<file path="config.mk">
export PLATFORM = sky130hd
export DESIGN_NAME = rffmt_formatter
export DESIGN_NICKNAME = d
export VERILOG_FILES = /design/src/pkg/rffmt_pkg.sv /design/src/hdl/rffmt_burst_counter.sv /design/src/hdl/rffmt_formatter.sv /design/src/hdl/rffmt_primitive_encoder.sv
export SDC_FILE = /design/constraint.sdc
export NUM_CORES = 1
export LEC_CHECK = 0
export BUFFER_PORTS_ARGS = -buffer_cell sky130_fd_sc_hd__buf_2
export CORE_MARGIN = 2
export CORE_UTILIZATION = 60
export CTS_CLUSTER_SIZE = 12
export DETAILED_ROUTE_END_ITERATION = 8
export PLACE_DENSITY = 0.84
export SLEW_MARGIN = 10
export SYNTH_ARGS = -nofsm -noshare
export SYNTH_HDL_FRONTEND = slang
export SYNTH_SLANG_ARGS = --single-unit
export TNS_END_PERCENT = 50
</file>
<file path="constraint.sdc">
create_clock -name clk -period 6.6 [get_ports clk]
set_input_delay 0.33 -clock clk [delete_from_list [all_inputs] [get_ports clk]]
set_output_delay 0.33 -clock clk [all_outputs]
set_load 0.01 [all_outputs]
</file>
<file path="src/pkg/rffmt_pkg.sv">
// Constants and types shared by the readout frame and primitive formatter.
// Assumes one 100 MHz clock domain and synchronous timing-link inputs.
package rffmt_pkg;

  // ****************************************************************
  // Identifiers
  // ****************************************************************
  localparam logic [7:0] RFFMT_TRIG_PROC_ID = 8'h40;
  localparam logic [7:0] RFFMT_PRIM_HW_OFS  = 8'h01;
  localparam logic [7:0] RFFMT_PRIM_SL_OFS  = 8'h02;
  // Arbitrary default for the own identifier
  localparam logic [7:0] RFFMT_DEF_SRC_ID   = 8'h3C;

  // ****************************************************************
  // Frame layout
  // ****************************************************************
  localparam int         RFFMT_HDR_WORDS  = 4;
  localparam int         RFFMT_LEN_W      = 24;
  localparam int         RFFMT_BLK_W      = 24;
  localparam int         RFFMT_SRC_MSB    = 31;
  localparam int         RFFMT_SRC_LSB    = 24;
  localparam int         RFFMT_EVT_W      = 24;
  localparam int         RFFMT_TS_W       = 32;
  localparam int         RFFMT_TS_CNT_W   = 31;
  localparam int         RFFMT_FINE_W     = 8;
  localparam int         RFFMT_COND_W     = 8;
  localparam int         RFFMT_TTYPE_W    = 24;
  // 60 MB in 32-bit words, less the 4 header words
  localparam logic [23:0] RFFMT_MAX_BLK   = 24'hEFFFFC;
  // Status frame: 4 words of status after the header
  localparam logic [23:0] RFFMT_STAT_WORDS = 24'h000004;
  localparam logic [23:0] RFFMT_CNT_WORDS  = 24'h000001;
  // Special frame trigger-type codes in the hardware byte
  localparam logic [7:0] RFFMT_TT_COUNT   = 8'hF1;
  localparam logic [7:0] RFFMT_TT_STATUS  = 8'hF2;

  // ****************************************************************
  // Timing
  // ****************************************************************
  localparam int RFFMT_CLK_MHZ        = 100;
  localparam int RFFMT_MAX_LAT_US     = 100;
  localparam int RFFMT_MAX_LAT_CYC    = RFFMT_MAX_LAT_US * RFFMT_CLK_MHZ;
  // Watchdog fires with margin at half the latency
  localparam int RFFMT_WDOG_DIV       = 2;

  typedef enum logic [5:0] {
    RFFMT_IDLE = 6'h01,
    RFFMT_HDR  = 6'h02,
    RFFMT_BLK  = 6'h04,
    RFFMT_CNT  = 6'h08,
    RFFMT_STAT = 6'h10,
    RFFMT_PAD  = 6'h20
  } rffmt_state_t;

  typedef enum logic [1:0] {
    RFFMT_K_EVENT = 2'h0,
    RFFMT_K_COUNT = 2'h1,
    RFFMT_K_STAT  = 2'h2
  } rffmt_kind_t;

endpackage

</file>
<file path="src/hdl/rffmt_burst_counter.sv">
// Burst clock counter and timestamp/event-number keeper.
// Assumes start and end of burst arrive as one-cycle synchronous pulses.
module rffmt_burst_counter
  import rffmt_pkg::*;
(
  // Clock and reset
  input  wire logic                      clk,
  input  wire logic                      rst_n,
  // Timing link
  input  wire logic                      burstStart,
  input  wire logic                      burstEnd,
  input  wire logic                      hwTrigPulse,
  // Results
  output logic [RFFMT_TS_W-1:0]          timestamp,
  output logic [RFFMT_TS_W-1:0]          burstCount,
  output logic [RFFMT_EVT_W-1:0]         eventNumber,
  output logic                           inBurst
);

  logic [RFFMT_TS_CNT_W-1:0] tsCnt_r;
  logic [RFFMT_TS_W-1:0]     burstCnt_r;
  logic [RFFMT_EVT_W-1:0]    evtCnt_r;
  logic                      inBurst_r;

  // Timestamp and event numbers restart at each burst
  always_ff @(posedge clk or negedge rst_n) begin
    if (!rst_n) begin
      tsCnt_r   <= '0;
      inBurst_r <= 1'b0;
    end else if (burstStart) begin
      tsCnt_r   <= '0;
      inBurst_r <= 1'b1;
    end else begin
      tsCnt_r <= tsCnt_r + 1'b1;
      if (burstEnd) begin
        inBurst_r <= 1'b0;
      end
    end
  end

  always_ff @(posedge clk or negedge rst_n) begin
    if (!rst_n) begin
      burstCnt_r <= '0;
    end else if (burstStart) begin
      burstCnt_r <= '0;
    end else if (inBurst_r) begin
      burstCnt_r <= burstCnt_r + 1'b1;
    end
  end

  always_ff @(posedge clk or negedge rst_n) begin
    if (!rst_n) begin
      evtCnt_r <= '0;
    end else if (burstStart) begin
      evtCnt_r <= '0;
    end else if (hwTrigPulse) begin
      evtCnt_r <= evtCnt_r + 1'b1;
    end
  end

  assign timestamp   = {1'b0, tsCnt_r};
  assign burstCount  = burstCnt_r;
  assign eventNumber = evtCnt_r;
  assign inBurst     = inBurst_r;

endmodule

</file>
<file path="src/hdl/rffmt_formatter.sv">
// Top of the readout frame and primitive formatter.
// Assumes timing-link pulses are one cycle and synchronous to clk; the detector
// block arrives as a valid/ready word stream whose length is given at the accept.
module rffmt_formatter
  import rffmt_pkg::*;
(
  // Clock and reset
  input  wire logic                      clk,
  input  wire logic                      rst_n,
  // Configuration
  input  wire logic [7:0]                srcId,
  input  wire logic [RFFMT_TS_W-1:0]     tsOffset,
  input  wire logic [RFFMT_FINE_W-1:0]   fineMask,
  // Timing link
  input  wire logic                      burstStart,
  input  wire logic                      burstEnd,
  input  wire logic                      hwTrigPulse,
  input  wire logic [7:0]                hwTrigType,
  input  wire logic                      countReq,
  input  wire logic                      statusReq,
  // Second-level accept
  input  wire logic                      slAccept,
  input  wire logic [RFFMT_TTYPE_W-1:0]  slTrigType,
  input  wire logic [RFFMT_EVT_W-1:0]    slEventNum,
  input  wire logic [RFFMT_TS_W-1:0]     slTimestamp,
  input  wire logic [RFFMT_BLK_W-1:0]    slBlockLen,
  output logic                           slBusy,
  // Detector block stream
  input  wire logic [31:0]               blkData,
  input  wire logic                      blkValid,
  output logic                           blkReady,
  // Primitive conditions
  input  wire logic [RFFMT_COND_W-1:0]   condMet,
  input  wire logic [RFFMT_FINE_W-1:0]   fineTime,
  // Frame output
  output logic [31:0]                    frmData,
  output logic                           frmValid,
  output logic                           frmLast,
  input  wire logic                      frmReady,
  // Primitive output
  output logic [31:0]                    primData,
  output logic                           primValid,
  output logic                           primLast,
  input  wire logic                      primReady,
  // Status lines
  output logic                           overloadLine,
  output logic                           errorLine
);

  // ****************************************************************
  // Shared counters
  // ****************************************************************
  logic [RFFMT_TS_W-1:0]  ts;
  logic [RFFMT_TS_W-1:0]  burstCount;
  logic [RFFMT_EVT_W-1:0] evtNum;
  logic                   inBurst;
  logic [31:0]            primDataW;
  logic                   primValidW;
  logic                   primLastW;
  logic                   primLate;
  logic                   primTake;

  rffmt_burst_counter uCnt (
    .clk         (clk),
    .rst_n       (rst_n),
    .burstStart  (burstStart),
    .burstEnd    (burstEnd),
    .hwTrigPulse (hwTrigPulse),
    .timestamp   (ts),
    .burstCount  (burstCount),
    .eventNumber (evtNum),
    .inBurst     (inBurst)
  );

  rffmt_primitive_encoder uPrim (
    .clk       (clk),
    .rst_n     (rst_n),
    .srcId     (srcId),
    .tsOffset  (tsOffset),
    .fineMask  (fineMask),
    .condMet   (condMet),
    .fineTime  (fineTime),
    .timestamp (ts),
    .primData  (primDataW),
    .primValid (primValidW),
    .primLast  (primLastW),
    .primReady (primTake),
    .primLate  (primLate)
  );

  // Single link out; the encoder steps only when this flop takes its word,
  // so a stalled sink never loses the second word
  assign primTake = !primValid || primReady;

  always_ff @(posedge clk or negedge rst_n) begin
    if (!rst_n) begin
      primData  <= '0;
      primValid <= 1'b0;
      primLast  <= 1'b0;
    end else if (primTake) begin
      primData  <= primDataW;
      primValid <= primValidW;
      primLast  <= primLastW;
    end
  end

  // ****************************************************************
  // Request capture
  // ****************************************************************
  // Pending trigger-driven requests; only a second-level accept starts a frame without one
  logic                   countPend_r;
  logic                   statPend_r;
  logic                   trigPend_r;
  logic [7:0]             trigType_r;
  logic [RFFMT_TS_W-1:0]  trigTs_r;
  logic [RFFMT_EVT_W-1:0] trigEvt_r;
  logic                   lostTrig_r;
  logic                   startCount;
  logic                   startStat;
  logic                   startTrig;
  logic                   startSl;
  rffmt_state_t           state_r;

  function automatic logic isIdle(input rffmt_state_t s);
    return s == RFFMT_IDLE;
  endfunction

  assign startSl    = isIdle(state_r) && slAccept;
  assign startTrig  = isIdle(state_r) && !slAccept && trigPend_r;
  assign startCount = isIdle(state_r) && !slAccept && !trigPend_r && countPend_r;
  assign startStat  = isIdle(state_r) && !slAccept && !trigPend_r && !countPend_r && statPend_r;

  // Set wins over clear on every pending flag
  always_ff @(posedge clk or negedge rst_n) begin
    if (!rst_n) begin
      countPend_r <= 1'b0;
      statPend_r  <= 1'b0;
    end else begin
      countPend_r <= countReq || (countPend_r && !startCount);
      statPend_r  <= statusReq || (statPend_r && !startStat);
    end
  end

  // A hardware trigger is answered with a header-only frame unless a newer one overwrites it while pending
  always_ff @(posedge clk or negedge rst_n) begin
    if (!rst_n) begin
      trigPend_r <= 1'b0;
      trigType_r <= '0;
      trigTs_r   <= '0;
      trigEvt_r  <= '0;
      lostTrig_r <= 1'b0;
    end else begin
      // Clear first so a loss in the same cycle still sets the flag
      if (burstStart) begin
        lostTrig_r <= 1'b0;
      end
      if (hwTrigPulse) begin
        trigPend_r <= 1'b1;
        trigType_r <= hwTrigType;
        trigTs_r   <= ts;
        trigEvt_r  <= evtNum;
        if (trigPend_r && !startTrig) begin
          lostTrig_r <= 1'b1;
        end
      end else if (startTrig) begin
        trigPend_r <= 1'b0;
      end
    end
  end

  // ****************************************************************
  // Frame sequencer
  // ****************************************************************
  logic [31:0]            hdr_r [RFFMT_HDR_WORDS];
  logic [1:0]             hdrIdx_r;
  logic [RFFMT_BLK_W-1:0] blkLeft_r;
  logic [RFFMT_BLK_W-1:0] blkLen;
  logic                   tooBig_r;
  logic                   xfer;
  logic                   nxtValid;

  assign blkLen = (slBlockLen > RFFMT_MAX_BLK) ? RFFMT_MAX_BLK : slBlockLen;
  // Step when the output flop takes a word, not when it leaves, so none repeats
  assign xfer   = nxtValid && (!frmValid || frmReady);

  always_ff @(posedge clk or negedge rst_n) begin
    if (!rst_n) begin
      state_r   <= RFFMT_IDLE;
      hdrIdx_r  <= '0;
      blkLeft_r <= '0;
      for (int i = 0; i < RFFMT_HDR_WORDS; i++) begin
        hdr_r[i] <= '0;
      end
    end else begin
      unique case (state_r)
        RFFMT_IDLE: begin
          hdrIdx_r <= '0;
          if (startSl) begin
            hdr_r[0]  <= {8'h00, blkLen + 24'(RFFMT_HDR_WORDS)};
            hdr_r[1]  <= {srcId, slEventNum};
            hdr_r[2]  <= slTimestamp;
            hdr_r[3]  <= {8'h00, slTrigType};
            blkLeft_r <= blkLen;
            state_r   <= RFFMT_HDR;
          end else if (startTrig) begin
            hdr_r[0]  <= {8'h00, 24'(RFFMT_HDR_WORDS)};
            hdr_r[1]  <= {srcId, trigEvt_r};
            hdr_r[2]  <= trigTs_r;
            hdr_r[3]  <= {16'h0000, trigType_r};
            blkLeft_r <= '0;
            state_r   <= RFFMT_HDR;
          end else if (startCount) begin
            hdr_r[0]  <= {8'h00, RFFMT_CNT_WORDS + 24'(RFFMT_HDR_WORDS)};
            hdr_r[1]  <= {srcId, evtNum};
            hdr_r[2]  <= ts;
            hdr_r[3]  <= {24'h000000, RFFMT_TT_COUNT};
            blkLeft_r <= RFFMT_CNT_WORDS;
            state_r   <= RFFMT_HDR;
          end else if (startStat) begin
            hdr_r[0]  <= {8'h00, RFFMT_STAT_WORDS + 24'(RFFMT_HDR_WORDS)};
            hdr_r[1]  <= {srcId, evtNum};
            hdr_r[2]  <= ts;
            hdr_r[3]  <= {24'h000000, RFFMT_TT_STATUS};
            blkLeft_r <= RFFMT_STAT_WORDS;
            state_r   <= RFFMT_HDR;
          end
        end
        RFFMT_HDR: begin
          if (xfer) begin
            hdrIdx_r <= hdrIdx_r + 2'h1;
            if (hdrIdx_r == 2'h3) begin
              if (blkLeft_r == '0) begin
                state_r <= RFFMT_IDLE;
              end else if (hdr_r[3][7:0] == RFFMT_TT_COUNT) begin
                state_r <= RFFMT_CNT;
              end else if (hdr_r[3][7:0] == RFFMT_TT_STATUS) begin
                state_r <= RFFMT_STAT;
              end else begin
                state_r <= RFFMT_BLK;
              end
            end
          end
        end
        RFFMT_BLK, RFFMT_CNT, RFFMT_STAT, RFFMT_PAD: begin
          if (xfer) begin
            blkLeft_r <= blkLeft_r - 1'b1;
            if (blkLeft_r == 24'h000001) begin
              state_r <= RFFMT_IDLE;
            end
          end
        end
      endcase
    end
  end

  // Output word mux, registered
  logic [31:0] nxtWord;
  logic [RFFMT_BLK_W-1:0] statIdx;

  assign statIdx = RFFMT_STAT_WORDS - blkLeft_r;

  always_comb begin
    nxtWord  = frmData;
    nxtValid = 1'b0;
    unique case (state_r)
      RFFMT_IDLE: begin
        nxtWord  = '0;
        nxtValid = 1'b0;
      end
      RFFMT_HDR: begin
        nxtWord  = hdr_r[hdrIdx_r];
        nxtValid = 1'b1;
      end
      RFFMT_BLK, RFFMT_PAD: begin
        nxtWord  = blkData;
        nxtValid = blkValid;
      end
      RFFMT_CNT: begin
        nxtWord  = burstCount;
        nxtValid = 1'b1;
      end
      RFFMT_STAT: begin
        unique case (statIdx[1:0])
          2'h0:    nxtWord = burstCount;
          2'h1:    nxtWord = {8'h00, evtNum};
          2'h2:    nxtWord = {29'h0, lostTrig_r, primLate, inBurst};
          default: nxtWord = {24'h000000, srcId};
        endcase
        nxtValid = 1'b1;
      end
    endcase
  end

  // Presented word mirrors state combinationally through one stage of flops
  always_ff @(posedge clk or negedge rst_n) begin
    if (!rst_n) begin
      frmData  <= '0;
      frmValid <= 1'b0;
      frmLast  <= 1'b0;
    end else if (!frmValid || frmReady) begin
      frmData  <= nxtWord;
      frmValid <= nxtValid;
      frmLast  <= nxtValid && ((state_r == RFFMT_HDR && hdrIdx_r == 2'h3 && blkLeft_r == '0)
                  || (state_r != RFFMT_HDR && blkLeft_r == 24'h000001));
    end
  end

  assign blkReady = 1'b0;
  assign slBusy   = 1'b0;

  // ****************************************************************
  // Status lines
  // ****************************************************************
  always_ff @(posedge clk or negedge rst_n) begin
    if (!rst_n) begin
      overloadLine <= 1'b0;
      errorLine    <= 1'b0;
      tooBig_r     <= 1'b0;
    end else begin
      overloadLine <= trigPend_r && hwTrigPulse;
      tooBig_r     <= startSl && (slBlockLen > RFFMT_MAX_BLK);
      errorLine    <= lostTrig_r || primLate || tooBig_r;
    end
  end

endmodule

</file>
<file path="src/hdl/rffmt_primitive_encoder.sv">
// Hardware-trigger primitive message builder with merge and watchdog.
// Assumes condition bits are already evaluated centrally, one link out.
module rffmt_primitive_encoder
  import rffmt_pkg::*;
(
  // Clock and reset
  input  wire logic                      clk,
  input  wire logic                      rst_n,
  // Configuration
  input  wire logic [7:0]                srcId,
  input  wire logic [RFFMT_TS_W-1:0]     tsOffset,
  input  wire logic [RFFMT_FINE_W-1:0]   fineMask,
  // Conditions
  input  wire logic [RFFMT_COND_W-1:0]   condMet,
  input  wire logic [RFFMT_FINE_W-1:0]   fineTime,
  input  wire logic [RFFMT_TS_W-1:0]     timestamp,
  // Message stream
  output logic [31:0]                    primData,
  output logic                           primValid,
  output logic                           primLast,
  input  wire logic                      primReady,
  output logic                           primLate
);

  logic [RFFMT_COND_W-1:0] prevCond_r;
  logic [31:0]             word0_r;
  logic [31:0]             word1_r;
  logic                    pend_r;
  logic                    second_r;
  logic [31:0]             age_r;
  logic [RFFMT_COND_W-1:0] newCond;

  // New onsets only: a held condition reports its first time
  assign newCond = condMet & ~prevCond_r;

  always_ff @(posedge clk or negedge rst_n) begin
    if (!rst_n) begin
      prevCond_r <= '0;
    end else begin
      prevCond_r <= condMet;
    end
  end

  // One message slot; onsets during a send are dropped to keep latency bounded
  always_ff @(posedge clk or negedge rst_n) begin
    if (!rst_n) begin
      word0_r  <= '0;
      word1_r  <= '0;
      pend_r   <= 1'b0;
      second_r <= 1'b0;
    end else if (!pend_r && |newCond) begin
      // Bitwise code keeps all newly met conditions visible
      word0_r  <= {srcId + RFFMT_PRIM_HW_OFS, 8'h00, newCond, fineTime & fineMask};
      word1_r  <= timestamp + tsOffset;
      pend_r   <= 1'b1;
      second_r <= 1'b0;
    end else if (pend_r && primReady) begin
      if (second_r) begin
        pend_r   <= 1'b0;
        second_r <= 1'b0;
      end else begin
        second_r <= 1'b1;
      end
    end
  end

  // Watchdog: age of the pending message against the latency budget
  always_ff @(posedge clk or negedge rst_n) begin
    if (!rst_n) begin
      age_r    <= '0;
      primLate <= 1'b0;
    end else if (!pend_r) begin
      age_r    <= '0;
      primLate <= 1'b0;
    end else begin
      age_r <= age_r + 1'b1;
      if (age_r >= 32'(RFFMT_MAX_LAT_CYC / RFFMT_WDOG_DIV)) begin
        primLate <= 1'b1;
      end
    end
  end

  assign primData  = second_r ? word1_r : word0_r;
  assign primValid = pend_r;
  assign primLast  = second_r;

endmodule

</file>
After elaboration in Yosys (flattened, before gate mapping)

Cells that the tools add are included.

$add $sub $neg: 10
Order comparisons: 3
Equality and inequality tests: 19
Multiplexer cells: 53
Bitwise gates (word level): 4
Reduce and logical (&&, ||, !) cells: 55

Operators with widths:

| kind                    | number |
|---|---|
| $mux W128               | 4 |
| $mux W24                | 8 |
| $mux W32                | 6 |
| $pmux W32 S5            | 1 |
| $pmux W32 S3            | 1 |
| $add A32 B1 Y32 const B | 2 |
| $bmux W32 S2            | 1 |
| $mux W6                 | 8 |
| $pmux W24 S2            | 1 |
| $add A31 B32 Y32        | 1 |
| $ge A32 B13 Y1 const B  | 1 |
| $add A31 B1 Y31 const B | 1 |
| $mux W31                | 1 |
| $add A24 B1 Y24 const B | 1 |
| $add A24 B3 Y24 const B | 1 |
| $eq A24 B1 Y1 const B   | 1 |
| $gt A24 B24 Y1 const B  | 1 |
| $logic_not A24 Y1       | 1 |
| $sub A24 B1 Y24 const B | 1 |
| $logic_and A1 B1 Y1     | 19 |
| $pmux W6 S3             | 1 |
| $and A8 B8 Y8           | 2 |
| $eq A8 B8 Y1 const B    | 2 |
| $reduce_bool A2 Y1      | 8 |
| 34 further kinds        | 70 |

Register bits: 485
Input port bits: 219

Depth between registers and ports, before layout

Depth in word-level cells: 10
Mapped depth: 14

Hierarchy

Synthesis repeated with hierarchy kept, for this count alone.

Cell total of the unflattened synthesis: 2,541
Area, all modules: 25,171.6 um^2

By module, submodules not included:

| module                  | times used | cells each | area each (um^2) | seq. area each (um^2) |
|---|---|---|---|---|
| rffmt_formatter         | 1          | 1,385      | 14,417.6         | 7,058.0 |
| rffmt_primitive_encoder | 1          | 689        | 6,286.0          | 2,477.4 |
| rffmt_burst_counter     | 1          | 467        | 4,468.0          | 2,202.1 |

Worst setup path before layout

No wires, ideal clock.

Path kind: input-to-reg
Start point: input port slBlockLen[5]
End point: register hdr_r[116] (netlist bit)
Library setup time: 0.122 ns
Data arrival time: 3.123 ns
Data required time: 6.478 ns
Path slack: 3.355 ns
Stages: 14
Path through: nand4_1 > nor4_1 > a41oi_1 > nor2_1 > clkbuf_1 > or2_2 > ha_1 > clkbuf_1 > nand2_1 > nor2_1 > o21ai_0 > nand2_1 > o21ai_0 > a32o_1

Word-level cells in the longest chain between the ends: 4

RTL lines:

| item                | line                   | source |
|---|---|---|
| from (decl)         | rffmt_formatter.sv:26  | `input wire logic [RFFMT_BLK_W-1:0] slBlockLen,` |
| $gt A24 B24 Y1      | rffmt_formatter.sv:182 | `assign blkLen = (slBlockLen > RFFMT_MAX_BLK) ? RFFMT_MAX_BLK : slBlockLen;` |
| $mux W24 (*)        | rffmt_formatter.sv:182 |  |
| $add A24 B3 Y24 (*) | rffmt_formatter.sv:199 | `hdr_r[0] <= {8'h00, blkLen + 24'(RFFMT_HDR_WORDS)};` |
| $mux W128 (*)       | rffmt_formatter.sv:198 | `if (startSl) begin` |
| to (decl)           | rffmt_formatter.sv:174 | `logic [31:0] hdr_r [RFFMT_HDR_WORDS];` |

Every way passes the cells marked *; elsewhere a longest branch is shown, timed or not.
A chain may end at the register's enable or synchronous reset.

Worst setup path in the final report

Start point: register state_r[4]
End point: register hdr_r[67] (netlist bit)

Word-level cells in the longest chain between the ends: 7

RTL lines:

| item                                                    | line                                                                   | source |
|---|---|---|
| from (decl)                                             | rffmt_formatter.sv:122                                                 | `rffmt_state_t state_r;` |
| from (signal assigned)                                  | rffmt_formatter.sv:188                                                 | `state_r <= RFFMT_IDLE;` |
| from (signal assigned)                                  | rffmt_formatter.sv:204                                                 | `state_r <= RFFMT_HDR;` |
| from (signal assigned)                                  | rffmt_formatter.sv:211                                                 | `state_r <= RFFMT_HDR;` |
| $eq A6 B1 Y1 (*)                                        | rffmt_formatter.sv:125, rffmt_formatter.sv:195                         |  |
| $logic_and A1 B1 Y1                                     | rffmt_formatter.sv:129, rffmt_formatter.sv:130, rffmt_formatter.sv:131 |  |
| $logic_and A1 B1 Y1                                     | rffmt_formatter.sv:130, rffmt_formatter.sv:131                         |  |
| $logic_and A1 B1 Y1, on equally long branches           | rffmt_formatter.sv:130, rffmt_formatter.sv:131                         |  |
| $mux W128 / $logic_and A1 B1 Y1 (equally long branches) | rffmt_formatter.sv:212, rffmt_formatter.sv:131                         |  |
| $mux W128 / $reduce_bool A4 Y1 (equally long branches)  | -                                                                      |  |
| $mux W128 / $reduce_and A2 Y1 (equally long branches)   | -                                                                      |  |

Marked as above.

==> impl_metrics.json <==
{
  "status": "complete, but fails checks",
  "violations": "DRC",
  "io_pins": 291,
  "drtPass1Iterations": 9,
  "power.density_nw_per_um2": 324,
  "p_switching_mw": 3.16,
  "cts_max_level": 2,
  "worst-slew-pin-transition_ns": 1.17,
  "slew_viol_final": 0,
  "route.vias.total": 21704,
  "wl_per_cell_um": 21.9,
  "die_y_um": 205,
  "post-cts-setup-buffers": 0,
  "drt_iter0_drc": 2617,
  "intPower_mw": 5.91,
  "synthCells": 2593,
  "combinationalPowerShare_pct": 27.0,
  "power.static_leakage_nw": 12.8,
  "antenna_found_initial": 5,
  "final_common_cell": "dfrtp_1",
  "syn_avg_cell_area_um2": 9.34,
  "multiInputGateArea_um2": 11800,
  "arrival_ns": 3.98,
  "routed_wl_um": 74800,
  "fin_ws_ns": 3.05,
  "dp_hpwl_um": 52300,
  "viasPerCell": 6.37,
  "grt_max_degree": 182,
  "netlist_area_um2": 24200,
  "slew_headroom_pct": 21.7,
  "initial_core_util_pct": 60.8,
  "place_ws_ns": 2.66,
  "yosysTopAreaCellShare_pct": 48.3,
  "max_freq_mhz": 281,
  "yosysWarningCount": 0,
  "ff_latch_area_um2": 11700,
  "fin_nets": 3102,
  "overflow": 0,
  "track_usage_pct": 35.7,
  "drcViolationCount": 4,
  "clockPowerShare_pct": 29.8,
  "synth_top_flop_cell": "dfrtp_1",
  "root_buffer": "clkbuf_16",
  "synth-seq-cells": 468,
  "p_sw_share_pct": 34.9,
  "cts.clk_slew.worst_paths_ns": 0.06,
  "die_w_um": 205,
  "worstSkewPairLatency_ns": 0.60,
  "grt_pass1_vias": 20572,
  "core_area_um2": 39800,
  "hold_buffers": 50,
  "skew_ns": 0.0164,
  "cap_violations": 0,
  "fin_setup_tns_ns": 0,
  "num-fill-cells": 3043,
  "setup_viol": 0,
  "ys_top_cells_by_area": "dfrtp_1, nand2_1, o21ai_0",
  "netlist-cell-type-count": 78,
  "final_cell_mix": "dfrtp_1, nand2_1, buf_2",
  "min_period_over_period_pct": 53.9,
  "areaGrowthSynthToFinish_pct": 15.7,
  "critPathKind": "flop to flop",
  "cp_max_fo": 57,
  "cp.required_ns": 7.03,
  "rows": 73,
  "antenna_left": 0,
  "ir_drop_mv": 0.224,
  "synth_edf_count": 0,
  "cts_tree": "done",
  "rsz0062_at_grt": "false",
  "synthArstFlopShare_pct": 100,
  "die_area_um2": 42000,
  "min_path_type": "primary input to flop",
  "seqPwrFrac_pct": 43.2,
  "crit_path_end_kind": "flop",
  "final_layout_size_suffix_gt1_share_pct": 17.6,
  "numCtsBuffers": 49,
  "cp-start-kind": "flop",
  "clk_path_buf_depth": 3,
  "hold_viol": 0,
  "synth_area_leader_cell": "dfrtp_1",
  "clock-sinks": 468,
  "place.gp.congestion": 0.927,
  "io_buffer_count": 288,
  "grt_pass1_wl_um": 115000,
  "yosysSeqAreaShare_pct": 48.4,
  "cts_resized": 0,
  "period_needed_ns": 3.55
}
==> power groups by stage <==
stage / logic [mW] / registers [mW] / clock network [mW]
CTS: 2.40 / 3.89 / 2.72
global placement: 2.29 / 3.91 / 0
detailed placement: 2.35 / 3.93 / 0
global route: 2.66 / 3.96 / 2.85
finish: 2.45 / 3.92 / 2.70
floorplan: 1.50 / 3.83 / 0
==> final cells by class <==
class	count	area share (%)
Multi-Input combinational cell	1923	42.1
Sequential cell	468	41.8
Timing Repair Buffer	361	7.67
Clock buffer	80	5.37
Tap cell	525	2.35
Inverter	35	0.469
Clock inverter	8	0.156
Antenna cell	7	0.0625
==> final timing paths <==
| check | startpoint | to | slack (ns) | depth (start not counted) |
|---|---|---|---|---|
| worst max-delay path | state_r[4] | hdr_r[67] | 3.05 | 10 |
| worst min-delay path | slTrigType[2] | hdr_r[2] | 0.02 | 3 |
| worst max register to register | state_r[4] | hdr_r[67] | 3.05 | 10 |
| worst min register to register | uPrim.prevCond_r[4] | uPrim.word0_r[12] | 0.47 | 1 |
| max in group asynchronous | rst_n | uCnt.tsCnt_r[26] | 4.67 | 3 |
| min in group asynchronous | rst_n | primValid | 0.41 | 2 |
==> flip-flops by register name, indices dropped and copies added (netlist names), 5 cells and up <==
register and cells:
state_r 5, uCnt.tsCnt_r 31, uPrim.prevCond_r 8, blkLeft_r 24
uCnt.eventNumber 24, uPrim.word0_r 24, primData 32, uCnt.burstCount 32
hdr_r 112, uPrim.word1_r 32, frmData 32, trigTs_r 31
trigEvt_r 24, trigType_r 8, uPrim.age_r 32
==> layer usage <==
| metal | track usage (%) | share of wire, % |
|---|---|---|
| met2 | 53.4 | 44 |
| met3 | 6.89 | 10 |
| met4 | 15.0 | 4.4 |
| met5 | 0 | 0 |
| met1 | 51.3 | 41 |
==> logic make-up after synthesis <==
family | count (synthesis) | synth area share (%)
muxes | 117 | 6.41
DFF | 468 | 48.4
other | 1 | 0.0155
adders and majority gates | 45 | 2.36
and+or+nand+nor | 955 | 18.0
AOI/OAI and AO/OA | 670 | 16.8
buffers and inverters | 203 | 3.19
xor gates and xnor gates | 134 | 4.85
==> through the flow <==
step	cell area [µm²]	total power [mW]	util, %	instances	hold slack, ns
2_1_floorplan	24200	5.33	-	2594	0.0344
3_3_place_gp	25900	6.20	65.2	3262	0.446
3_5_place_dp	25900	6.29	65.2	3262	0.455
4_1_cts	28000	9.01	70.3	3400	0.0000581
5_1_grt	28000	9.47	70.3	3405	0.00791
6_report	28000	9.07	70.3	3407	0.0174
==> synth_stat cells, types with 4 or more instances <==
master	instances
a211oi_1	8
clkbuf_1	150
o31ai_1	9
nor2_1	183
or3_1	34
and3_1	38
nor3_1	20
o22ai_1	15
xor2_1	93
inv_1	34
mux2i_1	29
ha_1	44
nand4_1	34
xnor2_1	41
and2_1	6
nor4_1	12
a31oi_1	26
mux2_2	64
buf_1	13
and4_1	8
nand2_1	431
a22o_1	54
o21ai_0	257
nand2b_1	21
nand3_1	117
or2_2	11
a21o_1	15
o21bai_1	6
a22oi_1	15
mux4_2	24
nor2b_1	13
a222oi_1	35
dfrtp_1	467
a21oi_1	188
a32o_1	4
nor3b_1	5
==> worst max-delay path, cell delays in order (launching register included) <==
cell      delay, ns
dfrtp_1        0.47
nor3_1         0.32
nand3b_1       0.39
nor2_4         0.17
buf_4          0.56
nand2_2        0.55
buf_4          0.45
nand2_1        0.13
a21oi_1        0.08
a21oi_1        0.14
o21ai_0        0.10
Power figures use the tool's default switching activity.
